===== src/wave_shaping_defs.svh =====
`ifndef WAVE_SHAPING_DEFS_SVH
`define WAVE_SHAPING_DEFS_SVH
// ----------------------------------------
// Register offsets
// ----------------------------------------
`define ADDR_CLAMP_RELEASE 8'h34
`define ADDR_MOD_SWITCH_RES 8'h35
`define ADDR_STOP_RAIL_RET 8'h36
`define ADDR_CLAMP_CONNECT 8'h37
`define ADDR_RES_RETURN 8'h38
// ----------------------------------------
// Reset values and field positions
// ----------------------------------------
`define REG_RESET 8'h00
`define FIELD_HI_MSB 7
`define FIELD_HI_LSB 4
`define FIELD_LO_MSB 3
`define FIELD_LO_LSB 0
// ----------------------------------------
// Timing counts, in carrier periods
// ----------------------------------------
`define COUNT_MAX 5'h1f
`define RECOVER_COUNT 5'h10
`endif


===== src/wave_shaping_pkg.sv =====
package wave_shaping_pkg;
  // Phase of the modulation pulse that the counter is timing
  typedef enum logic [2:0] {
    IDLE_ST = 3'b001,
    PULSE_ST = 3'b010,
    AFTER_ST = 3'b100
  } wave_state_type;

  // Driver control bundle sent to the analog driver
  typedef struct packed {
    logic clamp_released;
    logic on_mod_rail;
    logic mod_resistance;
    logic driving;
  } driver_ctrl_type;

  // Register bus request
  typedef struct packed {
    logic [7:0] addr;
    logic [7:0] wdata;
    logic wr;
    logic rd;
  } reg_req_type;
endpackage : wave_shaping_pkg


===== src/wave_shaping_timing_regs.sv =====
// Design decision made here: the address-and-strobe port.
`include "wave_shaping_defs.svh"

module wave_shaping_timing_regs
  import wave_shaping_pkg::*;
(
  input wire logic clk, // 100 MHz system clock
  input wire logic rst_b, // Async reset, active low
  input wire reg_req_type req, // Register bus request
  output logic [7:0] rdata, // Read data, one cycle after read
  input wire logic carrier_tick, // One pulse per carrier period
  input wire logic mod_pulse, // High during a modulation pulse
  output driver_ctrl_type drv // Driver controls
);

  // ----------------------------------------
  // Register file
  // ----------------------------------------
  logic [3:0] clamp_release_time; // Clamp release count
  logic [3:0] mod_rail_switch_time; // Modulation rail switch count
  logic [3:0] mod_resistance_time; // Modulation resistance count
  logic [3:0] drive_stop_time; // Drive stop count
  logic [3:0] rf_rail_return_time; // RF rail return count
  logic [3:0] clamp_connect_time; // Clamp reconnect count
  logic [3:0] drive_resistance_time; // Driving resistance count

  // Register writes; reserved nibbles are not stored and read as zero
  always_ff @(posedge clk or negedge rst_b) begin
    if (!rst_b) begin
      clamp_release_time <= 4'h0;
      mod_rail_switch_time <= 4'h0;
      mod_resistance_time <= 4'h0;
      drive_stop_time <= 4'h0;
      rf_rail_return_time <= 4'h0;
      clamp_connect_time <= 4'h0;
      drive_resistance_time <= 4'h0;
    end else if (req.wr) begin
      case (req.addr)
        `ADDR_CLAMP_RELEASE: begin
          clamp_release_time <= req.wdata[`FIELD_LO_MSB:`FIELD_LO_LSB];
        end
        `ADDR_MOD_SWITCH_RES: begin
          mod_rail_switch_time <= req.wdata[`FIELD_HI_MSB:`FIELD_HI_LSB];
          mod_resistance_time <= req.wdata[`FIELD_LO_MSB:`FIELD_LO_LSB];
        end
        `ADDR_STOP_RAIL_RET: begin
          drive_stop_time <= req.wdata[`FIELD_HI_MSB:`FIELD_HI_LSB];
          rf_rail_return_time <= req.wdata[`FIELD_LO_MSB:`FIELD_LO_LSB];
        end
        `ADDR_CLAMP_CONNECT: begin
          clamp_connect_time <= req.wdata[`FIELD_LO_MSB:`FIELD_LO_LSB];
        end
        `ADDR_RES_RETURN: begin
          drive_resistance_time <= req.wdata[`FIELD_HI_MSB:`FIELD_HI_LSB];
        end
        default: begin
          // Unmapped address: write ignored
        end
      endcase
    end
  end

  // Read data stands in the cycle after the strobe only
  always_ff @(posedge clk or negedge rst_b) begin
    if (!rst_b) begin
      rdata <= `REG_RESET;
    end else if (req.rd) begin
      case (req.addr)
        `ADDR_CLAMP_RELEASE: rdata <= {4'h0, clamp_release_time};
        `ADDR_MOD_SWITCH_RES: rdata <= {mod_rail_switch_time, mod_resistance_time};
        `ADDR_STOP_RAIL_RET: rdata <= {drive_stop_time, rf_rail_return_time};
        `ADDR_CLAMP_CONNECT: rdata <= {4'h0, clamp_connect_time};
        `ADDR_RES_RETURN: rdata <= {drive_resistance_time, 4'h0};
        default: rdata <= 8'h00; // Unmapped reads zero
      endcase
    end else begin
      rdata <= 8'h00;
    end
  end

  // ----------------------------------------
  // Pulse phase tracking
  // ----------------------------------------
  wave_state_type state; // Current phase
  logic [4:0] count; // Carrier periods since the phase edge
  logic pulse_prev; // Previous pulse level for edge detection

  // Saturating increment; 5 bits so a setting of 15 is always reached
  function automatic logic [4:0] sat_inc(input logic [4:0] v);
    sat_inc = (v == `COUNT_MAX) ? v : 5'(v + 5'h01);
  endfunction : sat_inc

  // Phase machine; a pulse edge restarts the count at zero
  always_ff @(posedge clk or negedge rst_b) begin
    if (!rst_b) begin
      state <= IDLE_ST;
      count <= 5'h00;
      pulse_prev <= 1'b0;
    end else begin
      pulse_prev <= mod_pulse;
      case (state)
        IDLE_ST: begin
          if (mod_pulse && !pulse_prev) begin
            state <= PULSE_ST;
            count <= 5'h00;
          end
        end
        PULSE_ST: begin
          if (!mod_pulse) begin
            state <= AFTER_ST;
            count <= 5'h00;
          end else if (carrier_tick) begin
            count <= sat_inc(count);
          end
        end
        AFTER_ST: begin
          if (mod_pulse && !pulse_prev) begin
            state <= PULSE_ST; // New pulse before recovery finished
            count <= 5'h00;
          end else if (carrier_tick) begin
            count <= sat_inc(count);
            if (count == `RECOVER_COUNT) begin
              state <= IDLE_ST; // All second-phase times have passed
            end
          end
        end
        default: begin
          state <= IDLE_ST;
          count <= 5'h00;
        end
      endcase
    end
  end

  // ----------------------------------------
  // Driver controls
  // ----------------------------------------
  // First phase asserts at a count; second phase undoes at a count, except driving, which resumes at once.
  // Controls stay in their idle level while the phase machine is in IDLE_ST.
  always_ff @(posedge clk or negedge rst_b) begin
    if (!rst_b) begin
      drv <= '{clamp_released: 1'b0, on_mod_rail: 1'b0, mod_resistance: 1'b0,
               driving: 1'b1};
    end else begin
      case (state)
        PULSE_ST: begin
          if (count >= {1'b0, clamp_release_time}) drv.clamp_released <= 1'b1;
          if (count >= {1'b0, mod_rail_switch_time}) drv.on_mod_rail <= 1'b1;
          if (count >= {1'b0, mod_resistance_time}) drv.mod_resistance <= 1'b1;
          if (count >= {1'b0, drive_stop_time}) drv.driving <= 1'b0;
        end
        AFTER_ST: begin
          if (count >= {1'b0, rf_rail_return_time}) drv.on_mod_rail <= 1'b0;
          if (count >= {1'b0, clamp_connect_time}) drv.clamp_released <= 1'b0;
          if (count >= {1'b0, drive_resistance_time}) drv.mod_resistance <= 1'b0;
          drv.driving <= 1'b1; // Drive resumes once the pulse has ended
        end
        default: begin
          drv <= '{clamp_released: 1'b0, on_mod_rail: 1'b0, mod_resistance: 1'b0,
                   driving: 1'b1};
        end
      endcase
    end
  end

  // ----------------------------------------
  // Assertions
  // ----------------------------------------
  chk_clamp_release: assert property (@(posedge clk) disable iff (!rst_b)
    (state == PULSE_ST && count >= {1'b0, clamp_release_time}) |=> drv.clamp_released)
    else $error("clamp not released at its count");
  chk_mod_rail: assert property (@(posedge clk) disable iff (!rst_b)
    (state == PULSE_ST && count >= {1'b0, mod_rail_switch_time}) |=> drv.on_mod_rail)
    else $error("modulation rail switch late");
  chk_mod_res: assert property (@(posedge clk) disable iff (!rst_b)
    (state == PULSE_ST && count >= {1'b0, mod_resistance_time}) |=> drv.mod_resistance)
    else $error("modulation resistance late");
  chk_drive_stop: assert property (@(posedge clk) disable iff (!rst_b)
    (state == PULSE_ST && count >= {1'b0, drive_stop_time}) |=> !drv.driving)
    else $error("driver did not stop");
  chk_rail_return: assert property (@(posedge clk) disable iff (!rst_b)
    (state == AFTER_ST && count >= {1'b0, rf_rail_return_time}) |=> !drv.on_mod_rail)
    else $error("rail not returned");
  chk_clamp_connect: assert property (@(posedge clk) disable iff (!rst_b)
    (state == AFTER_ST && count >= {1'b0, clamp_connect_time}) |=> !drv.clamp_released)
    else $error("clamp not reconnected");
  chk_res_return: assert property (@(posedge clk) disable iff (!rst_b)
    (state == AFTER_ST && count >= {1'b0, drive_resistance_time}) |=> !drv.mod_resistance)
    else $error("resistance not returned");
  chk_pulse_start: assert property (@(posedge clk) disable iff (!rst_b)
    (state == IDLE_ST && mod_pulse && !pulse_prev) |=> (state == PULSE_ST && count == 5'h00))
    else $error("pulse start not counted from zero");
  chk_idle_level: assert property (@(posedge clk) disable iff (!rst_b)
    $rose(state == IDLE_ST) |=> (drv.driving && !drv.on_mod_rail))
    else $error("idle driver level wrong");
  // Recovery ends two ticks after the last second-phase count can be due
  chk_recover_idle: assert property (@(posedge clk) disable iff (!rst_b)
    (state == AFTER_ST && !(mod_pulse && !pulse_prev) && carrier_tick
     && count == `RECOVER_COUNT) |=> state == IDLE_ST)
    else $error("recovery did not end");
  chk_drive_resume: assert property (@(posedge clk) disable iff (!rst_b)
    state == AFTER_ST |=> drv.driving)
    else $error("drive not resumed after pulse");
  chk_rdata_idle: assert property (@(posedge clk) disable iff (!rst_b)
    !req.rd |=> rdata == 8'h00)
    else $error("read data stood too long");

  cov_pulse: cover property (@(posedge clk) disable iff (!rst_b) state == PULSE_ST);
  cov_after: cover property (@(posedge clk) disable iff (!rst_b) state == AFTER_ST);
  cov_full: cover property (@(posedge clk) disable iff (!rst_b)
    state == AFTER_ST ##[1:200] state == IDLE_ST);
  cov_stop: cover property (@(posedge clk) disable iff (!rst_b) !drv.driving);

endmodule : wave_shaping_timing_regs


===== config.mk =====
export PLATFORM = sky130hd
export DESIGN_NAME = wave_shaping_timing_regs
export DESIGN_NICKNAME = d
export VERILOG_FILES = /design/src/wave_shaping_pkg.sv /design/src/wave_shaping_timing_regs.sv
export VERILOG_INCLUDE_DIRS = /design/src
export SDC_FILE = /design/constraint.sdc
export NUM_CORES = 1
export LEC_CHECK = 0
export BUFFER_PORTS_ARGS = -buffer_cell sky130_fd_sc_hd__buf_2
export CAP_MARGIN = 5
export CORE_UTILIZATION = 60
export DETAILED_ROUTE_END_ITERATION = 10
export MAX_ROUTING_LAYER = met4
export PLACE_DENSITY = 0.83
export SLEW_MARGIN = 25
export SYNTH_ARGS = -nofsm -noshare
export SYNTH_HDL_FRONTEND = slang
export SYNTH_SLANG_ARGS = --single-unit

===== constraint.sdc =====
create_clock -name clk -period 3.4 [get_ports clk]
set_input_delay 0.17 -clock clk [delete_from_list [all_inputs] [get_ports clk]]
set_output_delay 0.17 -clock clk [all_outputs]
set_load 0.1 [all_outputs]

==> results.yml <==
sta:
  timing.fmax_ghz: 0.486
  setup_skew_ns: 0.00318
  setup_tns_final_ns: 0
  fin_worst_hold_slack_ns: 0.0406
  post-route-min-period_ns: 2.06
  setup_viol_count_final: 0
  setup_slack_after_layout_ns: 1.34
  fin_crit_sh_pct: 60.5
  report.final.slew_viol_count: 0
  report.final.hold_viol_count: 0
  max_slew_headroom_at_the_worst_pin_pct: 59.3
  worst_slew_pin_slew_ns: 0.610
  rsz_0062_raised_after_global_routing: "false"
synth:
  synth_fp_nets: 306
  synthDominantAreaCellType: "dfrtp_1"
  synth.top_cells.by_count: "dfrtp_1 (47), ha_1 (30), mux2_2 (28)"
  synth_most_common_cell: "dfrtp_1"
  synth_seq_area_share_pct: 42.7
  synthArstFlopShare_pct: 100
  synth_enable_flop_cells: 0
  synth_top_cells_by_area: "dfrtp_1 (41%), ha_1 (13%), mux2_2 (11%), inv_1 (3.1%), mux4_2 (3.1%)"
  synth_cell_types: 47
  synthCells: 254
  postSynthRegisterBits: 49
  synth_top_area_share_pct: 40.9
  post_synth_instance_area_um2: 2880
  synthesis.yosys.warnings: 0
  syn_area_per_cell_um2: 11.3
  ys.flop_type: "dfrtp_1"
floorplanning:
  die-height_um: 71.2
  floorplan.core_area_um2: 4470
  io-pin-count: 34
  floorplan.die_area_um2: 5080
  start_util_pct: 64.3
  die-width_um: 71.2
  num_rows: 24
placed_design:
  port-buffer-count: 33
  dp.cells: 332
  gp_congestion: 0.803
  place_area_um2: 3060
  dpl_worst_slack_ns: 1.40
  dp_hpwl_um: 4190
clock_tree:
  clk_root_buffer_cell: "clkbuf_8"
  htreeDepth: 2
  clock_path_buffers: 2
  clock_latency_ns: 0.30
  clock_sink_count: 49
  tritoncts: "done"
  cts-buffers-inserted: 5
  clk_transition_reported_paths_ns: 0.09
global_routing:
  grt.total_usage_pct: 25.4
  first_global_vias: 2002
  grt_remaining_overflow: 0
  grt_first_pass_wirelength_um: 9580
  grt_start_max_net_pins: 50
  grt_antenna_before_repair: 0
layout:
  utilization_pct: 71.7
  layout.cell_area.non_filler_um2: 3210
  layout.nets: 340
  final.fill_count: 305
  antenna_cell_count: 0
  finish.cell_count_without_fillers: 341
  drive_gt1_share_pct: 29.1
  flow.area_growth_from_synthesis_pct: 11.5
min_path:
  worstHoldPathType: "in -> reg"
routing:
  final_antenna_net_count: 0
  wire_per_inst_um: 16.6
  post-route-drc-count: 4
  route.met2.wl_um: 2860
  detail_route.vias_per_cell: 5.97
  drt_wl_total_um: 5660
  route.met3.wl_um: 235
  dr.pass1.iters: 8
  wl_met1_um: 2510
  top_layer: "met4"
  num_vias: 2036
  drt-initial-drc-count: 110
power:
  total_power_draw_mw: 1.31
  peak_supply_drop_mv: 0.258
  total_leakage_power_nw: 1.54
  power.density_cell_area_nw_per_um2: 407
run_status:
  outcome: "complete, but fails checks"
  violations: "design-rule violations"
setup_path:
  path_class: "reg -> reg"
  worstSetupStartpointType: "register"
  critical_path.max_fanout: 9
  cp_data_arrival_time_ns: 2.22
  wp_data_required_ns: 3.56
  setup.worst_path.end_class: "register"
job:
  maxCapViolations: 0
-- worst max-delay path, stage by stage, from the launching register on --
cell and delay (ns):
dfrtp_1 0.40, inv_1 0.29, ha_1 0.30, nand2b_1 0.15, a211oi_1 0.25, nor3_1 0.08, a2111oi_0 0.44
-- routing by layer --
metal | track usage [%] | vias to the layer above
li1 | - | 980
met1 | 32.4 | 1001
met2 | 42.5 | 48
met3 | 4.08 | 7
met4 | 6.67 | 0
met5 | - | -
-- cells by family (layout without fill, tap and decap cells) --
kind of cell | after synthesis | count (layout) | synth area share, %
flip-flops | 49 | 49 | 42.7
AO/OA/AOI/OAI | 41 | 41 | 10.0
adder cells (fa/ha/maj) | 30 | 30 | 13.0
XOR/XNOR | 2 | 2 | 0.609
AND/OR/NAND/NOR | 68 | 68 | 14.4
buffers and inverters | 31 | 66 | 4.74
multiplexers | 33 | 33 | 14.4
-- area by class of cell --
| class | count | area (µm²) | area share, % |
|---|---|---|---|
| Inverter | 24 | 90.1 | 2.81 |
| Tap cell | 52 | 65.1 | 2.03 |
| Timing Repair Buffer | 34 | 178 | 5.54 |
| Multi-Input combinational cell | 174 | 1510 | 47.1 |
| Clock inverter | 3 | 65.1 | 2.03 |
| Sequential cell | 49 | 1230 | 38.3 |
| Clock buffer | 5 | 68.8 | 2.15 |
-- final timing paths --
| path | slack, ns | to | depth (start not counted) | startpoint |
|---|---|---|---|---|
| setup / recovery | 1.34 | drv[1]$_DFFE_PN0P_ | 6 | count[0]$_DFFE_PN0P_ |
| hold / removal | 0.04 | pulse_prev$_DFF_PN0_ | 1 | mod_pulse |
| setup reg to reg | 1.34 | drv[1]$_DFFE_PN0P_ | 6 | count[0]$_DFFE_PN0P_ |
| hold reg to reg | 0.54 | clamp_release_time[2]$_DFFE_PN0P_ | 1 | clamp_release_time[2]$_DFFE_PN0P_ |
| max in group asynchronous | 2.57 | clamp_connect_time[0]$_DFFE_PN0P_ | 2 | rst_b |
| min in group asynchronous | 0.43 | mod_rail_switch_time[0]$_DFFE_PN0P_ | 2 | rst_b |
-- repair_timing --
| action | in CTS | in global routing |
|---|---|---|
| gates resized for setup | 0 | 0 |
| hold buffers | 1 | 0 |
| buffers inserted | 0 | 0 |
| hold endpoints to repair | 47 | 0 |
-- sequential cells by signal, indices dropped and copies added (netlist names) --
register,count
pulse_prev,1
rdata,8
count,5
drv,4
mod_rail_switch_time,4
rf_rail_return_time,4
clamp_release_time,4
drive_resistance_time,4
clamp_connect_time,4
drive_stop_time,4
state,3
mod_resistance_time,4
-- power by group --
| group | switching [mW] | internal, mW | total (mW) |
|---|---|---|---|
| sequential | 0.0269 | 0.608 | 0.635 |
| clock | 0.193 | 0.292 | 0.485 |
| combinational | 0.0997 | 0.0871 | 0.187 |
-- placed cells by master, fill, tap and decap left out, types with 6 or more instances in the layout --
cell | Yosys | layout
a211oi_1 | 7 | 7
a21oi_1 | 9 | 9
buf_2 | 1 | 32
dfrtp_1 | 47 | 47
ha_1 | 30 | 30
inv_1 | 24 | 24
mux2_2 | 28 | 28
nand2_1 | 10 | 10
nand2b_1 | 10 | 10
nor2_1 | 14 | 14
nor3_1 | 6 | 6
Power figures use the tool's default switching activity.
